==> src/tcm_pkg.sv <==
// Purpose: Shared constants and types for the compare-output timer block
// Assumes: 32-bit APB, word-aligned registers, 16-bit counter
// Notes: Register offsets are byte addresses on the APB bus
package tcm_pkg;

   // ==========================================================
   // Register map
   localparam logic [7:0] ADDR_CTRL = 8'h00;
   localparam logic [7:0] ADDR_COUNT = 8'h04;
   localparam logic [7:0] ADDR_CMPA = 8'h08;
   localparam logic [7:0] ADDR_CMPB = 8'h0c;
   localparam logic [7:0] ADDR_CAPT = 8'h10;
   localparam logic [7:0] ADDR_FLAGS = 8'h14;
   localparam logic [7:0] ADDR_FORCE = 8'h18;
   localparam logic [7:0] ADDR_PORT = 8'h1c;

   // ==========================================================
   // Counter values and waveform modes
   localparam logic [15:0] CNT_ZERO = 16'h0000;
   localparam logic [15:0] CNT_MAX = 16'hffff;
   localparam logic [15:0] CNT_ONE = 16'h0001;
   localparam logic [3:0] MODE_NORMAL = 4'h0;
   localparam logic [3:0] MODE_CTC_CMPA = 4'h4;
   localparam logic [3:0] MODE_CTC_CAPT = 4'hc;

   // ==========================================================
   // Output action codes
   localparam logic [1:0] ACT_NONE = 2'h0;
   localparam logic [1:0] ACT_TOGGLE = 2'h1;
   localparam logic [1:0] ACT_CLEAR = 2'h2;
   localparam logic [1:0] ACT_SET = 2'h3;

   // ==========================================================
   // Flag bit positions and reset values
   localparam int FLG_OVF = 0;
   localparam int FLG_CMPA = 1;
   localparam int FLG_CMPB = 2;
   localparam int FLG_CAPT = 3;
   localparam logic [3:0] FLAGS_RST = 4'h0;
   localparam logic [1:0] LATCH_RST = 2'h0;
   localparam logic [31:0] RDATA_RST = 32'h0000_0000;

   // Control register: output actions and waveform mode
   typedef struct packed {
      logic [1:0] act_b;
      logic [1:0] act_a;
      logic [3:0] mode;
   } tcm_ctrl_t;

   // Port fallback: pin directions and plain port outputs
   typedef struct packed {
      logic [1:0] dir;
      logic [1:0] out;
   } tcm_port_t;

   // Bus slave states, one-hot
   typedef enum logic [2:0] {
      BUS_IDLE = 3'b001,
      BUS_WAIT = 3'b010,
      BUS_DONE = 3'b100
   } tcm_bus_t;

endpackage

==> src/tcm_timer.sv <==
// Purpose: Compare-match output stage with normal and clear-on-match counting
// Assumes: timer_tick_i is a one-cycle enable from a prescaler on clk_sys_i
// Notes: PWM modes are handled elsewhere; the counter holds in them
`timescale 1ns/100ps

// Overview of operation
// - Reset clears both output latches
// - Nonzero action routes latch onto pin
// - Pin direction always from direction bit
// - Action field never touches capture logic
// - Action zero leaves latch unchanged
// - New action acts from next match
// - Force strobe applies action immediately
// - Counting depends only on waveform mode
// - Action sets, clears or toggles latch
// - Mode 0 counts up, wraps at max
// - Overflow flag set as counter wraps from max to zero
// - Interrupt execution clears overflow flag
// - Counter writable any time in normal
// - Modes 4/12 clear on compare/capture match
// - Top match sets compare or capture flag
// - Unbuffered top; missed match wraps via max
// - Toggle action inverts latch each match
// - Toggle period is 2*N*(1+top) clocks
// - Clear-on-match overflow at max to zero
// - Match sets channel flag; ack or W1C clears
// - Counter write blocks next tick's matches
// - Force touches only the latch
module tcm_timer
(
   // Clock and reset
   input wire logic clk_sys_i,
   input wire logic nrst_i,
   // APB slave
   input wire logic psel_i,
   input wire logic penable_i,
   input wire logic pwrite_i,
   input wire logic [7:0] paddr_i,
   input wire logic [31:0] pwdata_i,
   output logic [31:0] prdata_o,
   output logic pready_o,
   output logic pslverr_o,
   // Timer clock enable and interrupt execution acknowledges
   input wire logic timer_tick_i,
   input wire logic [3:0] isr_ack_i,
   // Flags and compare pins
   output logic [3:0] flags_o,
   output logic [1:0] oc_pin_o,
   output logic [1:0] oc_pin_oe_o
);

   // ==========================================================
   // Functions

   // Latch value after one output action
   function automatic logic apply_act(input logic [1:0] act, input logic cur);
      logic r;
      r = cur;
      case (act)
         tcm_pkg::ACT_TOGGLE: r = ~cur;
         tcm_pkg::ACT_CLEAR: r = 1'b0;
         tcm_pkg::ACT_SET: r = 1'b1;
         default: r = cur;
      endcase
      return r;
   endfunction

   // Modes this block counts in
   function automatic logic non_pwm(input logic [3:0] m);
      return (m == tcm_pkg::MODE_NORMAL) || (m == tcm_pkg::MODE_CTC_CMPA) || (m == tcm_pkg::MODE_CTC_CAPT);
   endfunction

   // ==========================================================
   // State

   tcm_pkg::tcm_ctrl_t ctrl;
   tcm_pkg::tcm_port_t port;
   tcm_pkg::tcm_bus_t bus_state;
   logic [15:0] count;
   logic [15:0] cmpa;
   logic [15:0] cmpb;
   logic [15:0] capt;
   logic [3:0] flags;
   logic [1:0] latch;
   logic block;
   logic wr_en;
   logic rd_en;
   logic addr_ok;
   logic cnt_wr;
   logic [1:0] force_s;
   logic run;
   logic match_a;
   logic match_b;
   logic top_hit;
   logic wrap;
   logic [3:0] flag_set;
   logic [3:0] flag_clr;
   logic [31:0] rd_mux;

   // ==========================================================
   // APB slave: one wait cycle, then pready for one cycle

   assign wr_en = psel_i && penable_i && pready_o && pwrite_i;
   assign rd_en = psel_i && penable_i && !pready_o;

   // Address decode shared by read mux and error answer
   always_comb
   begin
      addr_ok = 1'b1;
      rd_mux = tcm_pkg::RDATA_RST;
      case (paddr_i)
         tcm_pkg::ADDR_CTRL: rd_mux[7:0] = ctrl;
         tcm_pkg::ADDR_COUNT: rd_mux[15:0] = count;
         tcm_pkg::ADDR_CMPA: rd_mux[15:0] = cmpa;
         tcm_pkg::ADDR_CMPB: rd_mux[15:0] = cmpb;
         tcm_pkg::ADDR_CAPT: rd_mux[15:0] = capt;
         tcm_pkg::ADDR_FLAGS: rd_mux[3:0] = flags;
         tcm_pkg::ADDR_FORCE: rd_mux = tcm_pkg::RDATA_RST; // Strobes read zero
         tcm_pkg::ADDR_PORT: rd_mux[3:0] = port;
         default: addr_ok = 1'b0;
      endcase
   end

   // Handshake sequencer
   always_ff @(posedge clk_sys_i or negedge nrst_i)
   begin
      if (!nrst_i)
      begin
         bus_state <= tcm_pkg::BUS_IDLE;
         pready_o <= 1'b0;
         pslverr_o <= 1'b0;
         prdata_o <= tcm_pkg::RDATA_RST;
      end
      else
      begin
         case (bus_state)
            tcm_pkg::BUS_IDLE:
            begin
               if (rd_en)
               begin
                  bus_state <= tcm_pkg::BUS_DONE;
                  pready_o <= 1'b1;
                  pslverr_o <= !addr_ok;
                  prdata_o <= rd_mux;
               end
            end
            tcm_pkg::BUS_DONE:
            begin
               bus_state <= tcm_pkg::BUS_IDLE;
               pready_o <= 1'b0;
               pslverr_o <= 1'b0;
            end
            default:
            begin
               bus_state <= tcm_pkg::BUS_IDLE;
               pready_o <= 1'b0;
               pslverr_o <= 1'b0;
            end
         endcase
      end
   end

   assign cnt_wr = wr_en && (paddr_i == tcm_pkg::ADDR_COUNT);

   // Force strobes only act in the modes this block runs
   assign force_s = (wr_en && (paddr_i == tcm_pkg::ADDR_FORCE) && non_pwm(ctrl.mode)) ? pwdata_i[1:0] : 2'b00;

   // ==========================================================
   // Configuration registers

   // Unbuffered: top and compare values take effect at once
   always_ff @(posedge clk_sys_i or negedge nrst_i)
   begin
      if (!nrst_i)
      begin
         ctrl <= '0;
         port <= '0;
         cmpa <= tcm_pkg::CNT_ZERO;
         cmpb <= tcm_pkg::CNT_ZERO;
         capt <= tcm_pkg::CNT_ZERO;
      end
      else if (wr_en)
      begin
         case (paddr_i)
            tcm_pkg::ADDR_CTRL: ctrl <= pwdata_i[7:0];
            tcm_pkg::ADDR_CMPA: cmpa <= pwdata_i[15:0];
            tcm_pkg::ADDR_CMPB: cmpb <= pwdata_i[15:0];
            tcm_pkg::ADDR_CAPT: capt <= pwdata_i[15:0];
            tcm_pkg::ADDR_PORT: port <= pwdata_i[3:0];
            default: port <= port;
         endcase
      end
   end

   // ==========================================================
   // Counter

   assign run = timer_tick_i && non_pwm(ctrl.mode);
   assign match_a = run && !block && (count == cmpa);
   assign match_b = run && !block && (count == cmpb);

   // Top from compare A in mode 4, capture value in mode 12
   always_comb
   begin
      top_hit = 1'b0;
      if (ctrl.mode == tcm_pkg::MODE_CTC_CMPA)
      begin
         top_hit = match_a;
      end
      else if (ctrl.mode == tcm_pkg::MODE_CTC_CAPT)
      begin
         top_hit = run && !block && (count == capt);
      end
   end

   assign wrap = run && !top_hit && (count == tcm_pkg::CNT_MAX);

   // Software write wins over counting and arms the match block
   always_ff @(posedge clk_sys_i or negedge nrst_i)
   begin
      if (!nrst_i)
      begin
         count <= tcm_pkg::CNT_ZERO;
      end
      else if (cnt_wr)
      begin
         count <= pwdata_i[15:0];
      end
      else if (top_hit)
      begin
         count <= tcm_pkg::CNT_ZERO;
      end
      else if (run)
      begin
         count <= count + tcm_pkg::CNT_ONE;
      end
   end

   // Block lasts until the next timer tick, even when stopped
   always_ff @(posedge clk_sys_i or negedge nrst_i)
   begin
      if (!nrst_i)
      begin
         block <= 1'b0;
      end
      else if (cnt_wr)
      begin
         block <= 1'b1;
      end
      else if (timer_tick_i)
      begin
         block <= 1'b0;
      end
   end

   // ==========================================================
   // Flags: hardware set beats a same-cycle clear

   always_comb
   begin
      flag_set = 4'h0;
      flag_set[tcm_pkg::FLG_OVF] = wrap;
      flag_set[tcm_pkg::FLG_CMPA] = match_a;
      flag_set[tcm_pkg::FLG_CMPB] = match_b;
      flag_set[tcm_pkg::FLG_CAPT] = top_hit && (ctrl.mode == tcm_pkg::MODE_CTC_CAPT);
      flag_clr = isr_ack_i;
      if (wr_en && (paddr_i == tcm_pkg::ADDR_FLAGS))
      begin
         flag_clr = flag_clr | pwdata_i[3:0];
      end
   end

   always_ff @(posedge clk_sys_i or negedge nrst_i)
   begin
      if (!nrst_i)
      begin
         flags <= tcm_pkg::FLAGS_RST;
      end
      else
      begin
         flags <= (flags & ~flag_clr) | flag_set;
      end
   end

   // ==========================================================
   // Output latches: compare match or force, action read live

   always_ff @(posedge clk_sys_i or negedge nrst_i)
   begin
      if (!nrst_i)
      begin
         latch <= tcm_pkg::LATCH_RST;
      end
      else
      begin
         if (match_a || force_s[0])
         begin
            latch[0] <= apply_act(ctrl.act_a, latch[0]);
         end
         if (match_b || force_s[1])
         begin
            latch[1] <= apply_act(ctrl.act_b, latch[1]);
         end
      end
   end

   // Pin stage: one register so every output is a flop
   always_ff @(posedge clk_sys_i or negedge nrst_i)
   begin
      if (!nrst_i)
      begin
         oc_pin_o <= 2'b00;
         oc_pin_oe_o <= 2'b00;
         flags_o <= tcm_pkg::FLAGS_RST;
      end
      else
      begin
         oc_pin_o[0] <= (ctrl.act_a != tcm_pkg::ACT_NONE) ? latch[0] : port.out[0];
         oc_pin_o[1] <= (ctrl.act_b != tcm_pkg::ACT_NONE) ? latch[1] : port.out[1];
         oc_pin_oe_o <= port.dir;
         flags_o <= flags;
      end
   end
endmodule
==> config.mk <==
export PLATFORM = sky130hd
export DESIGN_NAME = tcm_timer
export DESIGN_NICKNAME = d
export VERILOG_FILES = /design/src/tcm_pkg.sv /design/src/tcm_timer.sv
export SDC_FILE = /design/constraint.sdc
export NUM_CORES = 1
export LEC_CHECK = 0
export BUFFER_PORTS_ARGS = -buffer_cell sky130_fd_sc_hd__clkbuf_2
export CORE_MARGIN = 5
export CORE_UTILIZATION = 60
export DETAILED_ROUTE_END_ITERATION = 6
export GPL_TIMING_DRIVEN = 0
export PLACE_DENSITY = 0.9
export SLEW_MARGIN = 20
export SYNTH_ARGS = -nofsm -noshare
export SYNTH_HDL_FRONTEND = slang
export SYNTH_SLANG_ARGS = --single-unit
==> constraint.sdc <==
create_clock -name clk_sys_i -period 2.96 [get_ports clk_sys_i]
set_input_delay 0.592 -clock clk_sys_i [delete_from_list [all_inputs] [get_ports clk_sys_i]]
set_output_delay 0.592 -clock clk_sys_i [all_outputs]
set_load 0.01 [all_outputs]
# == Yosys cells after proc, flatten, opt, wreduce, memory -nomap -nowiden ==
# Cells that the tools add are included.
# word_totals
out_inout_bits,42
regBits,112
word_cells,112
in_bits,50
# op_classes
n_reduce_logical,41
n_eq_ne,21
mux,23
addsub,1
bitwise,6
# ops
cell,count
== test 16 bit,3
two-way mux 16 bit,3
"== test 8 x 5 -> 1 bit, second input constant",4
case mux 8 bit (4 select lines),1
case mux 4 bit (7 select lines),1
case mux 4 bit (5 select lines),1
"adder 16 x 1 -> 16 bit, second input constant",1
"== test 16 bit, second input constant",1
"== test 8 x 4 -> 1 bit, second input constant",2
logical AND 1 bit,16
AND reduction 2 bit,8
two-way mux 1 bit,11
nonzero test 3 bit,3
"== test 2 bit, second input constant",4
"== test 8 x 3 -> 1 bit, second input constant",1
zero test 8 bit,1
OR 4 bit,2
OR reduction 8 bit,1
two-way mux 3 bit,2
case mux 1 bit (3 select lines),2
nonzero test 2 bit,3
AND 4 bit,1
"== test 2 x 1 -> 1 bit, second input constant",2
"== test 4 x 3 -> 1 bit, second input constant",1
10 further kinds,17

# == Depth between registers and ports, before layout ==
# logic_depth
depth_word,12
mapped_depth,9
mapped_depth_nobuf,8

# == Worst setup path after synthesis ==
# OpenSTA, ideal clock, no wires.
# synth_timing
kind,in2reg
startpoint,input paddr_i[5]
endpoint,register cmpb[10]
t_required_ns,2.835
setup_slack_ns,0.720
arrival_time_ns,2.115
setup_time_ns,0.125
n_path_buf,2
path_stages,7
cell_sequence,nor3_2 > nand2_1 > or3_1 > clkbuf_1 > nor2_2 > buf_4 > mux2_2
# synth_via
elab_chain_len,2
# synth_lines
element,line,text
"start, declared",tcm_timer.sv:38,"input wire logic [7:0] paddr_i,"
== test 8 x 4 -> 1 bit,tcm_timer.sv:184,case (paddr_i)
AND reduction 2 bit (no source line),n/a,
"end signal, assigned",tcm_timer.sv:179,cmpb <= tcm_pkg::CNT_ZERO;
"end signal, assigned",tcm_timer.sv:187,tcm_pkg::ADDR_CMPB: cmpb <= pwdata_i[15:0];
"end, declared",tcm_timer.sv:81,logic [15:0] cmpb;
# No other way between the ends.
# A chain may end at the register's enable or synchronous reset.

# == Worst setup path after layout ==
# layout_timing
startpoint,register count[13]
endpoint,register latch[1]
# layout_via
elab_chain_len,4
# layout_lines
element,line,text
"start, declared",tcm_timer.sv:79,logic [15:0] count;
"start signal, assigned",tcm_timer.sv:223,count <= tcm_pkg::CNT_ZERO;
"start signal, assigned",tcm_timer.sv:227,count <= pwdata_i[15:0];
"start signal, assigned",tcm_timer.sv:231,count <= tcm_pkg::CNT_ZERO;
== test 16 bit,tcm_timer.sv:200,assign match_b = run && !block && (count == cmpb);
logical AND 1 bit,tcm_timer.sv:200,
logical OR 1 bit,tcm_timer.sv:300,if (match_b || force_s[1])
AND reduction 2 bit (no source line),n/a,
"end signal, assigned",tcm_timer.sv:292,latch <= tcm_pkg::LATCH_RST;
"end signal, assigned",tcm_timer.sv:302,"latch[1] <= apply_act(ctrl.act_b, latch[1]);"
"end, declared",tcm_timer.sv:84,logic [1:0] latch;
# No other way between the ends.

==> summary.txt <==
Logic synthesis
  • Cells after Synth: 561
  • Xor/xnor share of the synthesized area: 7.25%
  • Main synth FF type: dfrtp_1
  • Post-synth top area share: 45.3%
  • Post-synthesis simple-gate area fraction: 13.2%
  • Post-synth EDFFs: 0
  • Synth area leaders: dfrtp_1, mux2_2, xor2_1, buf_4, o21ai_0
  • Post-synthesis mux area share: 15.3%
  • Avg Inst Size Synth: 10.7 sq um
  • Synth warn: 0
  • Post-Synth Adder-Cell Area: 0.208%
  • Synth Area in Compound Gates: 10.8%
  • Post-synth ARST share: 100%
  • Synthesized cell area: 6020 sq um
  • Largest family of logic cells by synthesized area: multiplexers
  • Distinct cells, synth: 58
  • Number of register bits inferred by synthesis: 110
  • Synth top cells by count: dfrtp_1, mux2_2, xor2_1
  • Sequential area share after synthesis: 45.7%
  • Area leader, netlist: dfrtp_1
  • Count leader, synth: dfrtp_1

CTS
  • Clock root cell: clkbuf_8
  • Clock sinks: 110
  • CTS tree: built
  • H-tree depth: 3
  • Clk buf depth: 2
  • Resized cells post-CTS: 0
  • CTS Hold Bufs: 0
  • Postcts setup bufs: 0
  • Worst-path clk slew: 0.10 ns
  • Num CTS Buffers: 9
  • Worst skew pair latency: 0.39 ns

Global route
  • Pin count of the biggest net entering global routing: 71
  • Antenna violations before repair: 0
  • Global route overflow: 0
  • Global-route wire length before repair: 25.0 mm
  • Vias in the first global route: 4725
  • Global Route Usage Sum: 27.4%

Timing
  • Slew Limit Fails: 0
  • Fin. Hold Viols: 0
  • Fmax: 0.368 GHz
  • Setup Skew: 0.0103 ns
  • Sum Neg Setup Slack: 0 ns
  • Tmin final: 2.72 ns
  • Period utilization: 91.8%
  • RSZ-0062 raised after global routing: no
  • Tightest Pin Transition: 0.996 ns
  • WHS: 0.117 ns
  • Setup ws final: 0.241 ns
  • Slew margin rel.: 33.1%
  • Count of endpoints failing setup in the final report: 0

Routing
  • Via count: 4775
  • Total Routed Length: 15.9 mm
  • Residual DRC count: 0
  • Drt wl/cell: 20.3 microns
  • DRT Pass-1 Iters: 4
  • Initial drt markers: 507
  • Remaining antenna violation count: 0
  • Routed vias/inst: 6.10

Setup path
  • CP Capture Type: flip-flop
  • Crit path from: count[13]
  • Crit Path Category: reg -> reg
  • Worst EP arrival: 2.99 ns
  • WP buf/inv: 1
  • Crit-path max cell delay: 0.65 ns
  • CP required: 3.23 ns
  • Crit path max-delay cell type: nor4_1
  • Cells along the critical path: buf_4 > xor2_1 > nor4_1 > nand2_1 > nor4_1 > a21oi_1 > o21ai_0 > a21oi_1
  • Startpoint Class: flip-flop
  • Maximum fanout along the worst path: 10
  • Reg-to-Reg Start: count[13]
  • Largest delay contributor family on the critical path: simple AND/OR/NAND/NOR gates

Placed design
  • Dpl cells: 767
  • Routability cong.: 0.914
  • Place WS: 0.179 ns
  • Port Buf Inserts: 57
  • Final HPWL DP: 11.9 mm

Die
  • Core Rows: 36
  • I/O pin cnt: 92
  • Die ar.: 12100 sq um
  • Die H: 110 microns
  • Die Wd: 110 microns
  • Core Region: 9770 sq um
  • Initial Util: 61.6%

Job
  • Max Cap Violations: 0

Finish
  • Growth of design area from synthesis to finish: 12.5%
  • Ant diodes: 0
  • Non-filler cells, final: 783
  • Share of post-route cells with drive strength above 1: 30.9%
  • NumNets Final: 696

Outcome
  • Status: complete, no violations

Power
  • Worst VDD drop: 0.346 mV
  • PwrDens: 447 nW/um^2
  • Pleak: 0.00337 uW

Hold path
  • Tightest Hold Check Type: in -> async
## cells in the final DEF, fill, tap and decap left out, types with 3 or more instances in the layout
cell type,synthesis,final
or3_1,5,5
o21ai_0,37,37
clkbuf_8,0,12
nor2_1,42,42
clkbuf_2,0,56
a22o_1,10,10
nand4_1,6,6
and2_1,3,3
mux2_2,62,62
mux4_2,3,3
inv_1,12,12
nor4_1,12,12
conb_1,1,16
buf_2,10,10
a22oi_1,8,8
a31oi_1,12,12
or3b_1,5,5
nor3_1,5,5
a21oi_1,15,15
dfrtp_1,109,109
and3_1,7,7
nor3_2,3,3
buf_6,11,11
nand2_1,38,38
buf_4,25,25
nand3_1,10,10
clkbuf_1,8,8
or4_1,3,3
mux2i_1,13,13
xor2_1,43,43
xnor2_1,5,5
## where the power goes
part | leakage (uW) | switching, uW | internal, uW | total (uW)
clock network | 0.000106 | 519 | 438 | 957
logic | 0.00177 | 305 | 209 | 514
registers | 0.00149 | 19.5 | 1540 | 1560
total | 0.00337 | 844 | 2190 | 3030
## layer usage
metal / GRT usage (%) / part of all wire [%] / vias to the layer above
li1: - / - / 2127
met1: 36.0 / 41 / 2391
met2: 45.8 / 49 / 220
met3: 4.95 / 7.8 / 37
met4: 9.41 / 2.7 / 0
met5: 0 / 0 / -
## state kept, by name, indices dropped and copies added, names as in the netlist
name / flops
cmpa: 16
oc_pin_o: 2
ctrl: 8
flags: 4
latch: 2
capt: 16
flags_o: 4
block: 1
count: 16
oc_pin_oe_o: 2
bus_state: 2
pslverr_o: 1
prdata_o: 16
cmpb: 16
port: 4
## worst paths after layout
check / end / slack (ns) / cells past startpoint
worst max-delay path: latch[1] / 0.24 / 8
worst min-delay path: flags_o[0] / 0.12 / 1
worst max register to register: latch[1] / 0.24 / 8
worst min register to register: flags_o[2] / 0.42 / 0
max in group asynchronous: cmpa[2] / 2.18 / 2
min in group clk_sys_i: flags_o[2] / 0.42 / 0
## layout make-up
type / instances / area [sq um]
clock inverter: 5 / 56.3
clock buffer: 11 / 151
sequential: 110 / 2750
tap: 133 / 166
multi-input combinational: 398 / 2880
buffer: 56 / 399
timing repair buffer: 58 / 322
fill: 738 / 3000
inverter: 12 / 45.0
## per-stage QoR
stage | power, uW | area (sq um) | util, %
2_1_floorplan | 1920 | 6080 | -
3_3_place_gp | 2070 | 6530 | 66.8
3_5_place_dp | 2090 | 6570 | 67.2
4_1_cts | 3030 | 6780 | 69.3
5_1_grt | 3140 | 6780 | 69.3
6_report | 3030 | 6780 | 69.3
## cells by family after synthesis
logic type / count (synthesis)
AO/OA/AOI/OAI: 99
XOR/XNOR: 49
adder cells (fa/ha/maj): 1
buffers and inverters: 68
flip-flops: 110
multiplexers: 79
other: 1
AND/OR/NAND/NOR: 154
No activity file was read; power rests on OpenSTA's default activity.
